[config.mk]
export PLATFORM = sky130hd
export DESIGN_NAME = sspc_top
export DESIGN_NICKNAME = d
export VERILOG_FILES = /design/src/core/sspc_pkg.sv /design/src/core/sspc_top.sv
export SDC_FILE = /design/constraint.sdc
export NUM_CORES = 1
export LEC_CHECK = 0
export BUFFER_PORTS_ARGS = -buffer_cell sky130_fd_sc_hd__buf_2
export CORE_UTILIZATION = 50
export CTS_BUF_LIST = sky130_fd_sc_hd__clkbuf_8 sky130_fd_sc_hd__clkbuf_16
export DETAILED_ROUTE_END_ITERATION = 7
export PLACE_DENSITY = 0.76
export REMOVE_ABC_BUFFERS = 1
export SYNTH_ARGS = -nofsm -noshare
export SYNTH_HDL_FRONTEND = slang
export SYNTH_SLANG_ARGS = --single-unit
[constraint.sdc]
create_clock -name mclk -period 1.5 [get_ports mclk]
set_input_delay 0.075 -clock mclk [delete_from_list [all_inputs] [get_ports mclk]]
set_output_delay 0.075 -clock mclk [all_outputs]
set_load 0.02 [all_outputs]
[src/core/sspc_pkg.sv]
// constants for the serial setup and protection control block
package sspc_pkg;
  localparam int WORD_W = 16;
  localparam logic [15:0] EXT_RESET = 16'h0000;
  localparam logic [15:0] INIT_RESET = 16'h0000;
  // extended setup word fields
  localparam int SEL_LSB = 0;
  localparam int SEL_MSB = 3;
  localparam int VSD_MASK_BIT = 5;
  localparam int ISD_MASK_BIT = 6;
  localparam int TSD_MASK_BIT = 7;
  localparam int RMASK_C_BIT = 8;
  localparam int RMASK_B_BIT = 9;
  localparam int RMASK_A_BIT = 10;
  localparam int PREW_LSB = 11;
  localparam int PREW_MSB = 12;
  localparam int WDOG_BIT = 14;
  // initial setup word fields
  localparam int MSEL_LSB = 0;
  localparam int MSEL_MSB = 2;
  localparam int BLANK_LSB = 3;
  localparam int BLANK_MSB = 6;
  localparam int CONV_A_OFF_BIT = 7;
  localparam int CONV_B_OFF_BIT = 8;
  localparam int CONV_C_OFF_BIT = 9;
  localparam int GAIN_AB_BIT = 10;
  // shutdown source select codes
  localparam logic [3:0] SEL_CONV_A = 4'h0;
  localparam logic [3:0] SEL_CONV_B = 4'h1;
  localparam logic [3:0] SEL_CONV_C = 4'h2;
  localparam logic [3:0] SEL_OVERV = 4'h4;
  localparam logic [3:0] SEL_UNDERV = 4'h5;
  localparam logic [3:0] SEL_MOTOR = 4'h6;
  localparam logic [3:0] SEL_THERM = 4'h8;
  localparam logic [3:0] SEL_VERS = 4'h9;
  localparam logic [3:0] SEL_FILT_MAX = 4'h7;
  // dead-zone filter length in clocks
  localparam int FILT_CYC = 4;
  // start count of converters A and C, in clocks; converter B starts 7 clocks before them
  localparam int START_LEAD = 8;
  // identification code shown on the monitor pin, value arbitrary
  localparam logic [3:0] ID_CODE = 4'h5;
endpackage : sspc_pkg

[src/core/sspc_top.sv]
// serial setup, shutdown monitor and protection control
`timescale 1ns/10ps
// Behaviour
// RL1: step data latched only while sleep high; setup latches while sleep low
// RL2: after reset release, sleep high selects step-data write mode
// RL3: sleep high-low-high clears latched motor data to zero
// RL4: 16-bit words routed by clock, data, strobe and sleep levels
// RL5: sleep low: data low at strobe to initial, high to extended
// RL6: extended write only with sleep low and setup select high
// RL7: power-on reset clears initial and extended setup words
// RL8: initial setup sets pairing, blanking, converter on/off, gain
// RL9: host keeps test and unused setup bits zero
// RL10: extended bits 3:0 choose shutdown cause on monitor pin
// RL11: codes 0000 to 0111 show dead-zone filtered signal
// RL12: select field may instead show identification code
// RL13: selected shutdown signals release on sleep rising edge
// RL14: bits 7,6,5 disable thermal, motor overcurrent, converter voltage shutdown
// RL15: bits 10,9,8 mask reset per converter; it restarts on sleep rise
// RL16: bits 12:11 set prewarning threshold, 11 analog mode
// RL17: bit 14 enables oscillator watchdogs; all bits default zero
// RL18: open oscillator pin shuts down; grounded at start never starts
// RL19: converter B starts before converters A and C
// RL20: reset output open drain, low while reset asserted
// RL21: warning and monitor outputs are open drain like reset
// RL22: current compare flags output control at set current
// RL23: shift on serial clock rise, bit 0 first, latch at strobe
// RL24: enabled unmasked shutdown asserts reset and stops converters
module sspc_top (
  input  wire logic        mclk,
  input  wire logic        nrst,
  input  wire logic        ser_clk,
  input  wire logic        ser_data,
  input  wire logic        ser_strobe,
  input  wire logic        sleep,
  input  wire logic        thermal_shutdown,
  input  wire logic        motor_overcurrent_shutdown,
  input  wire logic [2:0]  converter_overvolt,
  input  wire logic [2:0]  converter_undervolt,
  input  wire logic        thermal_prewarn,
  input  wire logic        osc_fault,
  input  wire logic        current_compare,
  output logic [15:0]      step_data,
  output logic [15:0]      init_setup,
  output logic [2:0]       motor_pairing,
  output logic [3:0]       blanking_time,
  output logic             dc_gain_ab,
  output logic [1:0]       prewarn_level,
  output logic             analog_temp_mode,
  output logic             osc_watchdog_en,
  output logic [2:0]       conv_run,
  output logic             current_reached,
  output logic             reset_out_o,
  output logic             reset_out_oe_n,
  output logic             temp_warn_out_o,
  output logic             temp_warn_out_oe_n,
  output logic             monitor_pin_o,
  output logic             monitor_pin_oe_n
);
  typedef struct packed {
    logic [1:0]  sclk_s;
    logic [1:0]  sdat_s;
    logic [1:0]  sstb_s;
    logic [1:0]  slp_s;
    logic        sclk_p;
    logic        sstb_p;
    logic        slp_p;
    logic [15:0] shift;
    logic [15:0] step;
    logic [15:0] init;
    logic [15:0] ext;
    logic [1:0]  slp_hist;
    logic [2:0]  latched_sd;
    logic [2:0]  conv_off;
    logic        started;
    logic [3:0]  lead_cnt;
    logic [2:0]  filt_cnt;
    logic        filt_q;
    logic        mon_q;
    logic        rst_q;
    logic        warn_q;
    logic        cmp_q;
    logic        ext_sd;
  } sspc_state_s;

  // registered state and its next value
  sspc_state_s s_q;
  sspc_state_s s_d;

  function automatic logic sel_raw(input logic [3:0] sel, input logic [2:0] ov, input logic [2:0] uv,
                                   input logic mot, input logic th);
    case (sel)
      sspc_pkg::SEL_CONV_A: sel_raw = ov[0] | uv[0]; // [RL10]
      sspc_pkg::SEL_CONV_B: sel_raw = ov[1] | uv[1];
      sspc_pkg::SEL_CONV_C: sel_raw = ov[2] | uv[2];
      sspc_pkg::SEL_OVERV:  sel_raw = |ov;
      sspc_pkg::SEL_UNDERV: sel_raw = |uv;
      sspc_pkg::SEL_MOTOR:  sel_raw = mot;
      sspc_pkg::SEL_THERM:  sel_raw = th;
      default:              sel_raw = 1'b0;
    endcase
  endfunction : sel_raw

  // one-cycle pulse on a low-to-high step of a synchronised level
  function automatic logic rise_of(input logic cur, input logic prev);
    rise_of = cur & ~prev;
  endfunction : rise_of

  // a converter runs when its start slot is open, setup leaves it on and no shutdown holds it
  function automatic logic conv_enable(input logic up, input logic setup_off, input logic held_off);
    conv_enable = up & ~setup_off & ~held_off;
  endfunction : conv_enable

  logic [3:0] sel;
  logic       slp_rise;
  logic       clk_rise;
  logic       stb_rise;
  logic [2:0] conv_sd;
  logic       vsd_en;
  logic       isd_en;
  logic       tsd_en;
  logic       wdog_sd;
  logic       global_sd;
  logic       raw;
  logic [2:0] rmask;

  always_comb begin
    s_d = s_q;
    sel = s_q.ext[sspc_pkg::SEL_MSB:sspc_pkg::SEL_LSB];
    rmask = {s_q.ext[sspc_pkg::RMASK_C_BIT], s_q.ext[sspc_pkg::RMASK_B_BIT], s_q.ext[sspc_pkg::RMASK_A_BIT]};
    vsd_en = ~s_q.ext[sspc_pkg::VSD_MASK_BIT]; // [RL14]
    isd_en = ~s_q.ext[sspc_pkg::ISD_MASK_BIT];
    tsd_en = ~s_q.ext[sspc_pkg::TSD_MASK_BIT];
    s_d.sclk_s = {s_q.sclk_s[0], ser_clk};
    s_d.sdat_s = {s_q.sdat_s[0], ser_data};
    s_d.sstb_s = {s_q.sstb_s[0], ser_strobe};
    s_d.slp_s  = {s_q.slp_s[0], sleep};
    s_d.sclk_p = s_q.sclk_s[1];
    s_d.sstb_p = s_q.sstb_s[1];
    s_d.slp_p  = s_q.slp_s[1];
    clk_rise = rise_of(s_q.sclk_s[1], s_q.sclk_p);
    stb_rise = rise_of(s_q.sstb_s[1], s_q.sstb_p);
    slp_rise = rise_of(s_q.slp_s[1], s_q.slp_p);
    if (clk_rise) begin
      s_d.shift = {s_q.sdat_s[1], s_q.shift[15:1]}; // [RL23]
    end
    if (stb_rise) begin
      if (s_q.slp_s[1]) begin
        if (s_q.started) begin
          s_d.step = s_q.shift; // [RL1] [RL2] [RL4]
        end
      end else if (s_q.sdat_s[1]) begin
        s_d.ext = s_q.shift; // [RL5] [RL6]
      end else begin
        s_d.init = s_q.shift; // [RL5] [RL8]
      end
    end
    if (s_q.slp_s[1] != s_q.slp_p) begin
      s_d.slp_hist = {s_q.slp_hist[0], s_q.slp_s[1]};
      if (slp_rise && s_q.slp_hist == 2'b10) begin
        s_d.step = '0; // [RL3]
      end
    end
    conv_sd = (converter_overvolt | converter_undervolt) & {3{vsd_en}};
    // oscillator watchdog only shuts down once enabled by the extended word
    wdog_sd = osc_fault & s_q.ext[sspc_pkg::WDOG_BIT]; // [RL17] [RL18]
    global_sd = (motor_overcurrent_shutdown & isd_en) | (thermal_shutdown & tsd_en) | wdog_sd;
    s_d.ext_sd = global_sd | (|(conv_sd & ~rmask));
    s_d.latched_sd = s_q.latched_sd | conv_sd;
    if (slp_rise) begin
      s_d.latched_sd = conv_sd; // [RL13] [RL15]
      s_d.ext_sd = global_sd;
    end
    if (s_q.ext_sd) begin
      s_d.conv_off = 3'b111; // [RL24]
    end else begin
      s_d.conv_off = s_q.latched_sd & rmask; // [RL15]
    end
    s_d.rst_q = s_q.ext_sd | (|(s_q.latched_sd & ~rmask)) | ~s_q.started; // [RL24]
    if (!s_q.started && !osc_fault) begin
      s_d.started = 1'b1; // [RL18]
    end
    if (s_q.started && s_q.lead_cnt != 4'(sspc_pkg::START_LEAD)) begin
      s_d.lead_cnt = s_q.lead_cnt + 4'h1; // [RL19]
    end
    raw = sel_raw(sel, converter_overvolt, converter_undervolt, motor_overcurrent_shutdown, thermal_shutdown);
    if (raw != s_q.filt_q) begin
      s_d.filt_cnt = s_q.filt_cnt + 3'h1;
      if (s_q.filt_cnt == 3'(sspc_pkg::FILT_CYC - 1)) begin
        s_d.filt_q = raw;
        s_d.filt_cnt = '0;
      end
    end else begin
      s_d.filt_cnt = '0;
    end
    if (sel <= sspc_pkg::SEL_FILT_MAX) begin
      s_d.mon_q = s_q.filt_q; // [RL11]
    end else if (sel == sspc_pkg::SEL_THERM) begin
      s_d.mon_q = raw;
    end else if (sel >= sspc_pkg::SEL_VERS) begin
      s_d.mon_q = sspc_pkg::ID_CODE[2'(sel - sspc_pkg::SEL_VERS)]; // [RL12]
    end else begin
      s_d.mon_q = 1'b0;
    end
    s_d.warn_q = thermal_prewarn; // [RL16]
    s_d.cmp_q = current_compare; // [RL22]
  end

  always_ff @(posedge mclk) begin
    if (!nrst) begin
      s_q <= '0;
      s_q.init <= sspc_pkg::INIT_RESET; // [RL7]
      s_q.ext <= sspc_pkg::EXT_RESET; // [RL7] [RL17]
    end else begin
      s_q <= s_d;
    end
  end

  logic conv_b_up;
  logic conv_ac_up;
  logic run_a;
  logic run_b;
  logic run_c;
  assign conv_b_up  = s_q.started & ~s_q.rst_q;
  assign conv_ac_up = conv_b_up & (s_q.lead_cnt == 4'(sspc_pkg::START_LEAD));
  assign run_a = conv_enable(conv_ac_up, s_q.init[sspc_pkg::CONV_A_OFF_BIT], s_q.conv_off[0]);
  assign run_b = conv_enable(conv_b_up, s_q.init[sspc_pkg::CONV_B_OFF_BIT], s_q.conv_off[1]);
  assign run_c = conv_enable(conv_ac_up, s_q.init[sspc_pkg::CONV_C_OFF_BIT], s_q.conv_off[2]);
  assign conv_run = {run_c, run_b, run_a}; // [RL19] [RL15]
  assign step_data = s_q.step;
  assign init_setup = s_q.init;
  assign motor_pairing = s_q.init[sspc_pkg::MSEL_MSB:sspc_pkg::MSEL_LSB];
  assign blanking_time = s_q.init[sspc_pkg::BLANK_MSB:sspc_pkg::BLANK_LSB];
  assign dc_gain_ab = s_q.init[sspc_pkg::GAIN_AB_BIT];
  assign prewarn_level = s_q.ext[sspc_pkg::PREW_MSB:sspc_pkg::PREW_LSB]; // [RL16]
  assign analog_temp_mode = &s_q.ext[sspc_pkg::PREW_MSB:sspc_pkg::PREW_LSB];
  assign osc_watchdog_en = s_q.ext[sspc_pkg::WDOG_BIT]; // [RL17]
  assign current_reached = s_q.cmp_q;
  assign reset_out_o = 1'b0;
  assign reset_out_oe_n = ~s_q.rst_q; // [RL20]
  assign temp_warn_out_o = 1'b0;
  assign temp_warn_out_oe_n = ~(s_q.warn_q & ~analog_temp_mode); // [RL21]
  assign monitor_pin_o = 1'b0;
  assign monitor_pin_oe_n = ~s_q.mon_q; // [RL21]
endmodule : sspc_top

==> run summary <==
The combined global-route utilization of all metal layers was 0.2011; the reported leakage power was 1.870 nW. The number of clock buffers added by TritonCTS is 9. From synthesis to final layout, the design area changed by 15.58%.

Setup slack of the critical path after layout: -0.2120 ns. Antenna cell count: 0. The count of cells in the finished layout, fillers not included, comes to 612. The clock tree synthesis step divided the H-tree into 3 levels. By area the synthesized netlist is led by sky130_fd_sc_hd__dfxtp_1 (48%), sky130_fd_sc_hd__nand2_1 (12%), sky130_fd_sc_hd__buf_4 (8.9%).

The fraction of final layout cells sized beyond drive strength 1 is 0.2510. The netlist uses 43 different library cells. The flow ran to the end, but the final reports show violations.

For the finished layout, the period the worst path requires is 1.712 ns. Row generation in the floorplan step produced 32 rows. Via count: 3075. The run gives 0 as the number of antenna violations at the first check in global routing.

The HPWL after detailed placement is 5362 um. The number of antenna-violating nets in the routed design was 0. The detailed router finished its first iteration with 151 violations. The clock sink count came out at 94. The post-placement cell count was 588. Leading cell type in the layout, fill and taps excluded: sky130_fd_sc_hd__nand2_1. After clock tree synthesis, the clock-pin slew on the worst setup and hold paths is 0.10 ns. Measured along the y axis, the die boundary spans 91.00 um. For the final number of setup-violating endpoints, the log shows 2.

The final net count was 527. Setup repair after global routing could not meet its margin everywhere. Of all nets on the critical path, the largest fanout is 2. The final clock skew is 0.01089 ns, and the flip-flop and latch count after synthesis is 94. After detailed routing, the total wire length is 7894 um. The proportion of netlist area held by the largest area contributor came out at 0.4752.

The routed design uses 391 um of met3 wire. The total overflow left after global routing is 0. The number of detailed-routing iterations run before antenna repair is 4, and the post-synthesis cell area is 3960 um2. The type of the worst min-delay path was in -> reg.

Before CTS, the worst setup slack after placement is 0.03643 ns. The average detailed-routed wire length per instance is 12.90 um. The final-layout worst hold slack was 0.04340 ns; the total routed wire length on the met1 layer was 3692 um. For the maximum clock rate, the log shows 584.1 MHz. The checks that failed: negative setup slack. The post-route clock period utilization was 1.141; the count of buffers from port buffering was 67.

The tools report the hold violation total from the final report as 0. The clock tree buffer depth was 2; the overall die width was 91.00 um. The Yosys step of the flow raised 0 warnings. The DRC violation count after routing came out at 0.

For the worst setup path, the data required time is 1.42 ns. Clock latency on the worst-skew pair, taken at its later pin, is 0.36 ns. After detailed routing, the number of vias per cell comes to 5.025. TritonCTS built the clock tree.

The run gives 1.64 ns as the data arrival time of the critical path. The fraction of the yosys area taken by sequential cells was 0.4752. The critical path is of the reg -> out type. The design draws 0.004750 W. Setup total negative slack on the finished layout was measured at -0.4158 ns. The tools report the core area as 7687 um2. In the layout the commonest cells are sky130_fd_sc_hd__nand2_1 (124), sky130_fd_sc_hd__dfxtp_1 (89), sky130_fd_sc_hd__buf_2 (65), sky130_fd_sc_hd__a21boi_0 (24), sky130_fd_sc_hd__a21boi_1 (23). STA classifies the critical path startpoint as a flip-flop.

The number of global-route vias before repair is 2927. STA classifies the critical path endpoint as an output port. The highest metal layer with signal wires was met4.

The dominant synthesized flop cell is sky130_fd_sc_hd__dfxtp_1. In this run the power density over the cells is 1038 nW/um2. 71 I/O pins were placed. The tools report the number of slew-limit violations in the final report as 0.

The most area-hungry cell type in the Yosys netlist is sky130_fd_sc_hd__dfxtp_1. Yosys mapped a number of flops with a built-in enable equal to 0. The congestion estimate from routability-driven global placement came to 0.7975.

The effective utilization at floorplan was 0.5151. The run gives 13340 um as the wire length of the first global-routing pass. The logs give 0.7108 mV for the worst vdd rail ir drop and 3762 um for the routed wire length on met2.

In this run the mean area of a mapped cell was 8.535 um2. The root buffer cell chosen for the clock tree is sky130_fd_sc_hd__clkbuf_8. The tools report the count of max-cap constraint violations as 0. Synthesis produced 464 cells. The die covers 8280 um2. The fraction of registers with async set/reset works out to 0. The pin count of the biggest net entering global routing came out at 23.
==> registers in the layout, indices dropped and copies added (netlist names) <==
register / flops
step_data: 16
s_q: 48
prewarn_level: 2
init_setup: 16
current_reached: 1
osc_watchdog_en: 1
s_d: 7
rmask: 3
==> synth_stat cells (2+ instances only) <==
library cell               instances
sky130_fd_sc_hd__nand3_1           2
sky130_fd_sc_hd__buf_4            47
sky130_fd_sc_hd__o21ai_0           3
sky130_fd_sc_hd__a21oi_1          21
sky130_fd_sc_hd__nor2b_1           8
sky130_fd_sc_hd__ha_1              5
sky130_fd_sc_hd__a31oi_1           2
sky130_fd_sc_hd__nor3_1            3
sky130_fd_sc_hd__inv_1            17
sky130_fd_sc_hd__and4bb_1          2
sky130_fd_sc_hd__nand2_1         125
sky130_fd_sc_hd__a21boi_0         24
sky130_fd_sc_hd__nor4_1            2
sky130_fd_sc_hd__a21boi_1         23
sky130_fd_sc_hd__nand2b_1          4
sky130_fd_sc_hd__xnor2_1           2
sky130_fd_sc_hd__mux2i_1           3
sky130_fd_sc_hd__and2_1           21
sky130_fd_sc_hd__nor2_1           10
sky130_fd_sc_hd__o22ai_1           5
sky130_fd_sc_hd__clkbuf_1         20
sky130_fd_sc_hd__dfxtp_1          94
==> what timing repair did <==
action | in CTS | in global routing
hold endpoints to repair | 7 | 0
gates resized for setup | 12 | 12
pin swaps | 2 | 2
endpoints found under the setup margin | 2 | 18
setup buffers | 1 | 0
hold buffers | 7 | 0
==> final timing paths <==
kind | from | end | cells after the start | slack (ns)
setup / recovery | s_q[9] | conv_run[0] | 6 | -0.21
hold / removal | motor_overcurrent_shutdown | s_q[0] | 3 | 0.04
setup reg to reg | s_q[22] | s_q[8] | 4 | 0.07
hold reg to reg | s_d[92] | s_d[87] | 1 | 0.44
==> cell families after synthesis <==
| group | Yosys count | synth area share |
|---|---|---|
| and+or+nand+nor | 187 | 0.2180 |
| DFF | 94 | 0.4752 |
| AOI/OAI and AO/OA | 86 | 0.1504 |
| buffers and inverters | 85 | 0.1254 |
| adders and majority gates | 5 | 0.01580 |
| xor gates and xnor gates | 3 | 0.006636 |
| muxes | 3 | 0.007583 |
| other | 1 | 0.0009470 |
==> metrics by stage <==
step                utilization  area [um2]
global placement         0.5438        4180
CTS                      0.5881        4521
detailed placement       0.5438        4180
floorplan                     -        3535
finish                   0.5954        4577
global route             0.5954        4577
==> metal layers <==
metal | global-route usage | vias up
li1 | - | 1535
met1 | 0.2528 | 1454
met2 | 0.3346 | 81
met3 | 0.05863 | 5
met4 | 0.05820 | 0
met5 | 0 | -
==> critical path, cell delays in order, from the launching register on <==
cell,delay (ns)
sky130_fd_sc_hd__dfxtp_2,0.33
sky130_fd_sc_hd__inv_2,0.06
sky130_fd_sc_hd__ha_4,0.12
sky130_fd_sc_hd__nand2_2,0.05
sky130_fd_sc_hd__or4_4,0.43
sky130_fd_sc_hd__nor3_2,0.12
sky130_fd_sc_hd__buf_4,0.16
==> power by group <==
part / switching [W] / internal (W) / leakage [nW] / total (W)
registers: 0.0000246 / 0.00254 / 0.766 / 0.00257
clock network: 0.000920 / 0.000966 / 0.117 / 0.00189
logic: 0.000159 / 0.000140 / 0.988 / 0.000299
total: 0.00110 / 0.00365 / 1.87 / 0.00475
==> area by class of cell <==
| type | count | area (um2) |
|---|---|---|
| Timing Repair Buffer | 96 | 608.1 |
| Tap cell | 102 | 127.6 |
| Fill cell | 687 | 3110 |
| Sequential cell | 94 | 1888 |
| Clock buffer | 9 | 123.9 |
| Inverter | 17 | 63.81 |
| Clock inverter | 7 | 102.6 |
| Multi-Input combinational cell | 287 | 1663 |
Power figures use the tool's default switching activity.
